$ cat config.mk
export PLATFORM = sky130hd
export DESIGN_NAME = periodic_timer_and_uptime_counter
export DESIGN_NICKNAME = d
export VERILOG_FILES = /design/src/inc/tmr_pkg.sv /design/src/design/periodic_timer_core.sv /design/src/design/uptime_counter_core.sv /design/src/design/periodic_timer_and_uptime_counter.sv
export SDC_FILE = /design/constraint.sdc
export NUM_CORES = 1
export LEC_CHECK = 0
export ABC_AREA = 1
export BUFFER_PORTS_ARGS = -buffer_cell sky130_fd_sc_hd__buf_2
export CAP_MARGIN = 5
export CORE_MARGIN = 4
export CORE_UTILIZATION = 55
export DETAILED_ROUTE_END_ITERATION = 16
export PLACE_DENSITY = 0.77
export SYNTH_ARGS = -nofsm -noshare
export SYNTH_HDL_FRONTEND = slang
export SYNTH_HIERARCHICAL = 1
export SYNTH_SLANG_ARGS = --single-unit
$ cat constraint.sdc
create_clock -name clk_sys -period 7.36 [get_ports clk_sys]
set_input_delay 0 -clock clk_sys [delete_from_list [all_inputs] [get_ports clk_sys]]
set_output_delay 0 -clock clk_sys [all_outputs]
set_load 0.05 [all_outputs]
$ cat src/inc/tmr_pkg.sv
package tmr_pkg;
    // register byte offsets
    localparam logic [11:0] CONFIG_OFS = 12'h000;
    localparam logic [11:0] COUNT_OFS = 12'h004;
    localparam logic [11:0] UPTIME_OFS = 12'h008;
    localparam logic [11:0] STATUS_OFS = 12'h00c;
    localparam logic [11:0] MASK_OFS = 12'h010;

    // field positions
    localparam int PRELOAD_LSB = 0;
    localparam int PRELOAD_MSB = 15;
    localparam int ENABLE_BIT = 16;
    localparam int TICK_FLAG_BIT = 0;

    // reset, wrap and zero values
    localparam logic [15:0] PRELOAD_RESET = 16'hffff;
    localparam logic [15:0] COUNT_RESET = 16'hffff;
    localparam logic [15:0] COUNT_WRAP = 16'hffff;
    localparam logic [15:0] COUNT_ZERO = 16'h0000;
    localparam logic [31:0] UPTIME_RESET = 32'h0000_0000;

    // timing
    localparam int CLK_PERIOD_NS = 100;
    localparam int CLK_MHZ = 1000 / CLK_PERIOD_NS;
    localparam int TICK_NS = 100_000;
    localparam int TICK_CYCLES = (TICK_NS / CLK_PERIOD_NS < 1) ? 1 : TICK_NS / CLK_PERIOD_NS;
    localparam int UPTIME_MHZ = 25;

    typedef enum logic [1:0] {
        BUS_IDLE,
        BUS_RD_FETCH,
        BUS_RD_DONE
    } bus_state_t;
endpackage : tmr_pkg

$ cat src/design/periodic_timer_core.sv
module periodic_timer_core #(
    parameter int TICK_CYCLES = tmr_pkg::TICK_CYCLES
) (
    input wire logic clk_sys,
    input wire logic sys_rst,
    input wire logic run,
    input wire logic load,
    input wire logic [15:0] load_value,
    output logic [15:0] count_reg,
    output logic wrap_reg
);
    localparam logic [15:0] TICK_LAST = 16'(TICK_CYCLES - 1);

    logic [15:0] prescale_reg;
    logic tick;

    // prescaler restarts on every load so the first period is whole
    assign tick = run && !load && (prescale_reg == TICK_LAST);

    always_ff @(posedge clk_sys or posedge sys_rst) begin
        if (sys_rst) begin
            prescale_reg <= 16'h0000;
        end else if (load || !run || prescale_reg == TICK_LAST) begin
            prescale_reg <= 16'h0000;
        end else begin
            prescale_reg <= prescale_reg + 16'h0001;
        end
    end

    always_ff @(posedge clk_sys or posedge sys_rst) begin
        if (sys_rst) begin
            count_reg <= tmr_pkg::COUNT_RESET;
        end else if (load) begin
            count_reg <= load_value;
        end else if (tick) begin
            if (count_reg == tmr_pkg::COUNT_ZERO) begin
                count_reg <= tmr_pkg::COUNT_WRAP;
            end else begin
                count_reg <= count_reg - 16'h0001;
            end
        end
    end

    // disabled: no tick, so count holds and no event
    always_ff @(posedge clk_sys or posedge sys_rst) begin
        if (sys_rst) begin
            wrap_reg <= 1'b0;
        end else begin
            wrap_reg <= tick && (count_reg == tmr_pkg::COUNT_ZERO);
        end
    end
endmodule : periodic_timer_core

$ cat src/design/uptime_counter_core.sv
module uptime_counter_core #(
    parameter int UPTIME_MHZ = tmr_pkg::UPTIME_MHZ,
    parameter int CLK_MHZ = tmr_pkg::CLK_MHZ
) (
    input wire logic clk_sys,
    input wire logic sys_rst,
    output logic [31:0] value_reg
);
    // the 25 MHz count is kept exact by a phase accumulator on clk_sys:
    // value always equals whole 25 MHz periods elapsed, at the cost of
    // stepping by more than one per clk_sys edge
    logic [7:0] phase_reg;
    logic [7:0] phase_sum;
    logic [7:0] step;

    function automatic logic [7:0] whole_steps(input logic [7:0] sum);
        whole_steps = 8'(int'(sum) / CLK_MHZ);
    endfunction : whole_steps

    assign phase_sum = phase_reg + 8'(UPTIME_MHZ);
    assign step = whole_steps(phase_sum);

    always_ff @(posedge clk_sys or posedge sys_rst) begin
        if (sys_rst) begin
            phase_reg <= 8'h00;
        end else begin
            phase_reg <= phase_sum - 8'(int'(step) * CLK_MHZ);
        end
    end

    always_ff @(posedge clk_sys or posedge sys_rst) begin
        if (sys_rst) begin
            value_reg <= tmr_pkg::UPTIME_RESET;
        end else begin
            value_reg <= value_reg + {24'h000000, step};
        end
    end
endmodule : uptime_counter_core

$ cat src/design/periodic_timer_and_uptime_counter.sv
// Behaviour
// 16-bit timer count decrements once every 100 us.
// setting timer enable copies the preload into the count.
// reset or enable falling sets preload to ffff.
// reset sets the timer count to ffff.
// preload may be written whether enabled or not.
// enabled timer counts down; a new preload restarts the count.
// at zero the count wraps to ffff and keeps counting.
// each zero reached sets the periodic tick flag.
// the interrupt is raised only if the tick irq enable is set.
// tick flag is sticky; write one clears, write zero does nothing.
// 32-bit up-counter at 25 MHz readable in its own register.
// reset clears the uptime counter.
// after reset the uptime counter advances once per 25 MHz period.
// uptime counter rolls over to zero and continues.
// uptime counter never raises an interrupt or flag.
// uptime counter is zero within 160 ns of reset.
// 100 us tick from a prescaler, reset whenever the count loads.
// while disabled the count holds and no flag is set.
//
// The AHB-Lite register port and the register offsets were decided locally.
module periodic_timer_and_uptime_counter #(
    parameter int TICK_CYCLES = tmr_pkg::TICK_CYCLES
) (
    input wire logic clk_sys,
    input wire logic sys_rst,
    input wire logic hsel,
    input wire logic [31:0] haddr,
    input wire logic [1:0] htrans,
    input wire logic hwrite,
    input wire logic [2:0] hsize,
    input wire logic [31:0] hwdata,
    input wire logic hready,
    output logic hreadyout,
    output logic hresp,
    output logic [31:0] hrdata,
    output logic irq
);
    tmr_pkg::bus_state_t bus_state_reg;
    tmr_pkg::bus_state_t bus_state_next;
    logic accept;
    logic wr_pend_reg;
    logic [11:0] wr_addr_reg;
    logic [11:0] rd_addr_reg;
    logic [31:0] hrdata_reg;

    logic enable_reg;
    logic [15:0] preload_reg;
    logic status_reg;
    logic mask_reg;

    logic cfg_wr;
    logic status_wr;
    logic mask_wr;
    logic new_enable;
    logic [15:0] new_preload;
    logic timer_load;
    logic [15:0] count_value;
    logic timer_wrap;
    logic [31:0] uptime_value;

    // hsize is not checked: only whole-word transfers are expected
    assign accept = hsel && hready && htrans[1];

    function automatic logic [31:0] read_word(
        input logic [11:0] addr,
        input logic en,
        input logic [15:0] pre,
        input logic [15:0] cnt,
        input logic [31:0] up,
        input logic st,
        input logic mk
    );
        logic [31:0] word;
        word = 32'h0000_0000;
        if (addr == tmr_pkg::CONFIG_OFS) begin
            word[tmr_pkg::ENABLE_BIT] = en;
            word[tmr_pkg::PRELOAD_MSB:tmr_pkg::PRELOAD_LSB] = pre;
        end else if (addr == tmr_pkg::COUNT_OFS) begin
            word[15:0] = cnt;
        end else if (addr == tmr_pkg::UPTIME_OFS) begin
            word = up;
        end else if (addr == tmr_pkg::STATUS_OFS) begin
            word[tmr_pkg::TICK_FLAG_BIT] = st;
        end else if (addr == tmr_pkg::MASK_OFS) begin
            word[tmr_pkg::TICK_FLAG_BIT] = mk;
        end
        read_word = word;
    endfunction : read_word

    // reads take one wait state so a write just before is already visible
    always_comb begin
        bus_state_next = bus_state_reg;
        case (bus_state_reg)
            tmr_pkg::BUS_IDLE, tmr_pkg::BUS_RD_DONE: begin
                if (accept && !hwrite) begin
                    bus_state_next = tmr_pkg::BUS_RD_FETCH;
                end else begin
                    bus_state_next = tmr_pkg::BUS_IDLE;
                end
            end
            tmr_pkg::BUS_RD_FETCH: begin
                bus_state_next = tmr_pkg::BUS_RD_DONE;
            end
            default: begin
                bus_state_next = tmr_pkg::BUS_IDLE;
            end
        endcase
    end

    always_ff @(posedge clk_sys or posedge sys_rst) begin
        if (sys_rst) begin
            bus_state_reg <= tmr_pkg::BUS_IDLE;
        end else begin
            bus_state_reg <= bus_state_next;
        end
    end

    always_ff @(posedge clk_sys or posedge sys_rst) begin
        if (sys_rst) begin
            wr_pend_reg <= 1'b0;
            wr_addr_reg <= 12'h000;
            rd_addr_reg <= 12'h000;
        end else begin
            wr_pend_reg <= accept && hwrite;
            if (accept) begin
                wr_addr_reg <= haddr[11:0];
                rd_addr_reg <= haddr[11:0];
            end
        end
    end

    always_ff @(posedge clk_sys or posedge sys_rst) begin
        if (sys_rst) begin
            hrdata_reg <= 32'h0000_0000;
        end else if (bus_state_reg == tmr_pkg::BUS_RD_FETCH) begin
            hrdata_reg <= read_word(rd_addr_reg, enable_reg, preload_reg, count_value,
                                    uptime_value, status_reg, mask_reg);
        end
    end

    assign hreadyout = (bus_state_reg != tmr_pkg::BUS_RD_FETCH);
    assign hresp = 1'b0;
    assign hrdata = hrdata_reg;

    // upper address bits are ignored, so the map repeats every 4 KiB
    assign cfg_wr = wr_pend_reg && (wr_addr_reg == tmr_pkg::CONFIG_OFS);
    assign status_wr = wr_pend_reg && (wr_addr_reg == tmr_pkg::STATUS_OFS);
    assign mask_wr = wr_pend_reg && (wr_addr_reg == tmr_pkg::MASK_OFS);
    assign new_enable = hwdata[tmr_pkg::ENABLE_BIT];
    assign new_preload = hwdata[tmr_pkg::PRELOAD_MSB:tmr_pkg::PRELOAD_LSB];

    // any config write with enable set (re)loads the count
    assign timer_load = cfg_wr && new_enable;

    always_ff @(posedge clk_sys or posedge sys_rst) begin
        if (sys_rst) begin
            enable_reg <= 1'b0;
        end else if (cfg_wr) begin
            enable_reg <= new_enable;
        end
    end

    always_ff @(posedge clk_sys or posedge sys_rst) begin
        if (sys_rst) begin
            preload_reg <= tmr_pkg::PRELOAD_RESET;
        end else if (cfg_wr) begin
            if (enable_reg && !new_enable) begin
                preload_reg <= tmr_pkg::PRELOAD_RESET;
            end else begin
                preload_reg <= new_preload;
            end
        end
    end

    periodic_timer_core #(
        .TICK_CYCLES(TICK_CYCLES)
    ) timer_core (
        .clk_sys(clk_sys),
        .sys_rst(sys_rst),
        .run(enable_reg),
        .load(timer_load),
        .load_value(new_preload),
        .count_reg(count_value),
        .wrap_reg(timer_wrap)
    );

    uptime_counter_core #(
        .UPTIME_MHZ(tmr_pkg::UPTIME_MHZ),
        .CLK_MHZ(tmr_pkg::CLK_MHZ)
    ) uptime_core (
        .clk_sys(clk_sys),
        .sys_rst(sys_rst),
        .value_reg(uptime_value)
    );

    // a wrap in the same cycle as a clearing write keeps the flag set
    always_ff @(posedge clk_sys or posedge sys_rst) begin
        if (sys_rst) begin
            status_reg <= 1'b0;
        end else begin
            status_reg <= (status_reg && !(status_wr && hwdata[tmr_pkg::TICK_FLAG_BIT]))
                          || timer_wrap;
        end
    end

    always_ff @(posedge clk_sys or posedge sys_rst) begin
        if (sys_rst) begin
            mask_reg <= 1'b0;
        end else if (mask_wr) begin
            mask_reg <= hwdata[tmr_pkg::TICK_FLAG_BIT];
        end
    end

    // uptime has no path into status or irq
    assign irq = status_reg && mask_reg;
endmodule : periodic_timer_and_uptime_counter

# After elaboration in Yosys (flattened, before gate mapping)
# Cells that the tools add are included.
[op_classes]
n_addsub = 5
n_mul = 1
div = 1
n_eq_ne = 8
mux = 15
n_reduce_logical = 28
[op_table]
columns = ["op", "count"]
rows = [
  ["2-to-1 mux 16 bit", 7],
  ["adder 32 x 8 -> 32 bit", 1],
  ["divider 9 x 5 -> 32 bit (second input constant)", 1],
  ["2-to-1 mux 31 bit", 1],
  ["equality test 12 x 4 -> 1 bit (second input constant)", 2],
  ["2-to-1 mux 17 bit", 1],
  ["adder 16 x 1 -> 16 bit (second input constant)", 1],
  ["equality test 16 x 10 -> 1 bit (second input constant)", 1],
  ["zero test 16 bit", 1],
  ["subtractor 16 x 1 -> 16 bit (second input constant)", 1],
  ["logical AND 1 bit", 15],
  ["2-to-1 mux 15 bit", 1],
  ["equality test 12 x 3 -> 1 bit (second input constant)", 1],
  ["equality test 12 x 5 -> 1 bit (second input constant)", 1],
  ["zero test 12 bit", 1],
  ["adder 8 x 5 -> 8 bit (second input constant)", 1],
  ["multiplier 8 x 3 -> 7 bit (second input constant)", 1],
  ["subtractor 8 bit", 1],
  ["zero test 1 bit", 5],
  ["2-to-1 mux 1 bit", 4],
  ["one-hot mux 2 bit (2 select lines)", 1],
  ["logical OR 1 bit", 3],
  ["equality test 2 x 1 -> 1 bit (second input constant)", 1],
  ["equality test 2 bit (second input constant)", 1],
  ["4 further kinds", 4],
]
[word_totals]
ff_bits = 139
input_bits = 74
word_cells = 71

# Depth between registers and ports, before layout
[logic_depth]
depth_word = 8
ltp_mapped = 53
ltp_nobuf = 53

# Hierarchy
# The synthesis kept the hierarchy.
[by_module_without_submodules]
columns = ["module", "instances", "cells_per_inst", "area_per_inst_um2"]
rows = [
  ["periodic_timer_and_uptime_counter", 1, 362, 3163.0],
  ["uptime_counter_core", 1, 373, 3128.0],
  ["periodic_timer_core", 1, 316, 2233.4],
]

# Worst setup path before layout
# No wires, ideal clock.
[synth_path]
path_type = "register to register"
startpoint = "register uptime_core.phase_reg[0]"
endpoint = "register uptime_core.value_reg[30]"
setup_time_ps = 123
arrival_time_ps = 6000
t_required_ps = 7237
setup_slack_ps = 1238
stages_incl_launch_ff = 53
n_path_buf = 0
synth_period_minus_slack_ps = 6122
path_cell_list = "dfrtp_1 > ha_1 > nand2_1 > nand2_2 > nand3_1 > nand2_4 > ha_1 > inv_1 > nand2_1 > ha_1 > inv_1 > nor2_1 > nor2_4 > nand2_1 > nor2_2 > nand2_2 > nand2_2 > nand2_2 > [17 not listed] > fa_1 > o21ai_2 > a21oi_1 > nor2_2 > nand3_1 > nor2_2 > nand3_2 > nor2_1 > nand3_1 > nor2_2 > nand2_1 > nor3_2 > nand2_1 > nor2_2 > nand3_1 > nor2_2 > nand2_1 > xnor2_1"
[synth_between]
elab_chain_cells = 3
[synth_rtl]
columns = ["item", "line", "source"]
rows = [
  ["start: declaration", "uptime_counter_core.sv:12", "logic [7:0] phase_reg;"],
  ["start signal: assignment", "uptime_counter_core.sv:27", "phase_reg <= phase_sum - 8'(int'(step) * CLK_MHZ);"],
  ["adder 8 x 5 -> 8 bit", "uptime_counter_core.sv:20", "assign phase_sum = phase_reg + 8'(UPTIME_MHZ);"],
  ["divider 9 x 5 -> 32 bit", "uptime_counter_core.sv:17", "whole_steps = 8'(int'(sum) / CLK_MHZ);"],
  ["adder 32 x 8 -> 32 bit", "uptime_counter_core.sv:35", "value_reg <= value_reg + {24'h000000, step};"],
  ["end signal: assignment", "uptime_counter_core.sv:33", "value_reg <= tmr_pkg::UPTIME_RESET;"],
  ["end signal: assignment", "uptime_counter_core.sv:35", ""],
  ["end: declaration", "uptime_counter_core.sv:7", "output logic [31:0] value_reg"],
]
# No other way between the ends.
# A chain may end at the register's enable or synchronous reset.

# Worst setup path after layout
# Same ends and word-level chain as after synthesis.

==> out/results.txt <==
status - completed
CTS Buf Count - 17
Max-cap violations - 0
count of final setup violators - 0
Post-Syn Instances - 1,051
Fin. Hold Viols - 0
Critical Path End Type - register
starting density of the core - 56.1%
Seq cells post-synth - 139
critical path startpoint category - register
GR Util met1 - 29.9%
grt total ovfl - 0
Crit Path Category - register to register
via count - 7,176
Synth cell types - 50
hold crit path type - input pin to async pin
Antenna diodes - 0
CTS max path bufs - 2
Yosys warning count - 6
die height - 132 µm
Hold Slack - 0.256 ns
Synth area leaders - dfrtp_1 (31%), dfstp_2 (9.9%), nand2_1 (8.4%), inv_1 (6.3%), nand3_1 (5.4%)
sequential share of the synthesized area - 41.3%
VDD IR max - 0.191 mV
IO Port Bufs - 68
Data required, critical path - 7.66 ns
unrepaired setup endpoints after global routing - false
Max Clock Freq - 151 MHz
Yosys top cell area share - 31.4%
DR WL/cell - 14.2 µm
Ports - 109
worst skew pair latency - 0.42 ns
Routed WL - 19.3 mm
vias in the first global route - 6,916
met3 Track Usage GR - 3.76%
share of flip-flops with an asynchronous set or reset - 100%
vias per cell - 5.29
syn nets - 1,152
Final Max Tran Viols - 0
peak per-stage delay on the critical path - 0.38 ns
DR iter-0 viols - 470
first-pass GRT wire length - 32.6 mm
Final period util - 90.3%
H-tree Lvls - 4
fin crit period - 6.64 ns
die area - 0.0176 mm²
Max FO, Critical Path - 7
Worst-path clk slew - 0.06 ns
Critical Path AT - 6.95 ns
Fin Clk Skew - 0.00920 ns
share of cells above drive strength 1 - 22.1%
Leak Pwr - 5.18 nW
TNS Setup - 0 ns
clock sink count - 139
initial antenna violation count - 0
Routed Antenna Nets - 0
CTS tree - yes
Layout area overhead - 17.0%
Slew HR - 42.9%
DRC Markers - 0
Total GRT Usage - 22.5%
Final HPWL DP - 13.4 mm
row cnt - 45
chip width - 132 µm
Power Dens Cells - 202 mW/mm²
Post-synth EDFFs - 0
critical path's most frequent cell - nand2_1
slew at the pin closest to its max-slew limit - 0.853 ns
global route hottest layer - met2
routing usage on met2 - 37.0%
Core ar. - 0.0152 mm²
GP Congestion - 0.938
Top FF cell, synth - dfrtp_1
Cell Area, Synth - 0.00852 mm²
drt pass-1 iters - 6
cell taking the most area after synthesis - dfrtp_1
slowest CP cell - dfrtp_1
average size of a mapped cell - 8.11 µm²
Root Driver - clkbuf_16
Nets - 1,257
largest net degree at the start of global routing - 67
logic make-up (layout without fill, tap and decap cells):
logic type | count (synthesis) | count (layout) | synth area share (%)
fa+ha+maj | 27 | 27 | 4.23
buf+inv | 174 | 292 | 8.60
simple gates | 530 | 530 | 31.9
other cells | 1 | 1 | 0.0440
mux | 10 | 10 | 1.32
flops | 139 | 139 | 41.3
xor+xnor | 46 | 46 | 4.73
compound gates | 124 | 124 | 7.88
synthesized netlist by cell type, drive strengths merged, types with 4 or more instances:
library cell  instances
a21oi                24
buf                  17
clkbuf                5
dfrtp               107
dfstp                32
ha                   24
inv                 151
mux2                 10
nand2               220
nand3               113
nand3b                4
nand4                16
nor2                144
nor3                 17
nor3b                 5
o21ai                91
or2                   7
xnor2                 9
xor2                 37
final timing paths:
| check | from | end | slack, ns | cells past startpoint |
|---|---|---|---|---|
| max | uptime_core/phase_reg[0]$_DFF_PP0_ | uptime_core/value_reg[30]$_DFF_PP0_ | 0.72 | 50 |
| min in group clk_sys | htrans[1] | bus_state_reg[0]$_DFF_PP0_ | 0.27 | 3 |
| min | sys_rst | timer_core/prescale_reg[6]$_DFF_PP0_ | 0.26 | 4 |
| min reg2reg | bus_state_reg[0]$_DFF_PP0_ | bus_state_reg[0]$_DFF_PP0_ | 0.44 | 1 |
| max in group asynchronous | sys_rst | hrdata[19]$_DFFE_PP0N_ | 6.40 | 4 |
| max reg2reg | uptime_core/phase_reg[0]$_DFF_PP0_ | uptime_core/value_reg[30]$_DFF_PP0_ | 0.72 | 50 |
worst max-delay path, delay by kind of cell (launching register included):
kind | cells | cell delay, ns
buffers and inverters | 5 | 0.38
and+or+nand+nor | 36 | 3.93
DFF | 1 | 0.38
AOI/OAI and AO/OA | 2 | 0.25
xor gates and xnor gates | 1 | 0.12
adders and majority gates | 6 | 1.45
metrics by stage:
step / total power [mW] / area [µm²] / util, % / setup slack [ns] / cells
2_1_floorplan: 1.06 / 8520 / - / 1.24 / 1051
3_3_place_gp: 1.12 / 8970 / 59.0 / 0.572 / 1289
3_5_place_dp: 1.12 / 8970 / 59.0 / 0.493 / 1289
4_1_cts: 2.03 / 9890 / 65.1 / 0.399 / 1352
5_1_grt: 2.10 / 9980 / 65.6 / 0.0355 / 1357
6_report: 2.01 / 9980 / 65.6 / 0.717 / 1357
report_power, final:
group          internal [mW]  switching [mW]
sequential             0.817          0.0437
clock                  0.555           0.330
combinational         0.0832           0.181
total                   1.46           0.555
cells in the final DEF (no fill, tap or decap), types with 10 or more instances in the layout:
cell,n
o21ai_1,19
dlygate4sd3_1,31
clkbuf_16,17
nor2_1,122
nand3_2,19
inv_1,141
nor3_1,15
buf_2,68
nand4_1,14
a21oi_1,23
nor2_4,11
mux2_2,10
ha_1,23
o21ai_0,65
nand2_2,20
nand3_1,89
xor2_1,37
dfstp_2,32
inv_2,10
nand2_1,190
nand2_4,10
dfrtp_1,107
area by class of cell:
| cell class | instances | area [µm²] |
|---|---|---|
| Clock buffer | 20 | 457 |
| Clock inverter | 12 | 160 |
| Fill cell | 1231 | 5230 |
| Inverter | 152 | 571 |
| Multi-Input combinational cell | 738 | 4320 |
| Sequential cell | 139 | 3520 |
| Tap cell | 188 | 235 |
| Timing Repair Buffer | 108 | 718 |
per-layer routing:
layer | routed length [µm] | part of all wire [%]
met1 | 8580 | 45
met3 | 824 | 4.3
met2 | 9330 | 48
met5 | 0 | 0
met4 | 530 | 2.8
repair_timing:
action,CTS,global route
resized for setup,0,11
endpoints found under the setup margin,0,4
hold buffers,31,0
setup buffers,0,5
endpoints found under the hold margin,155,0
No activity file was read; power rests on OpenSTA's default activity.
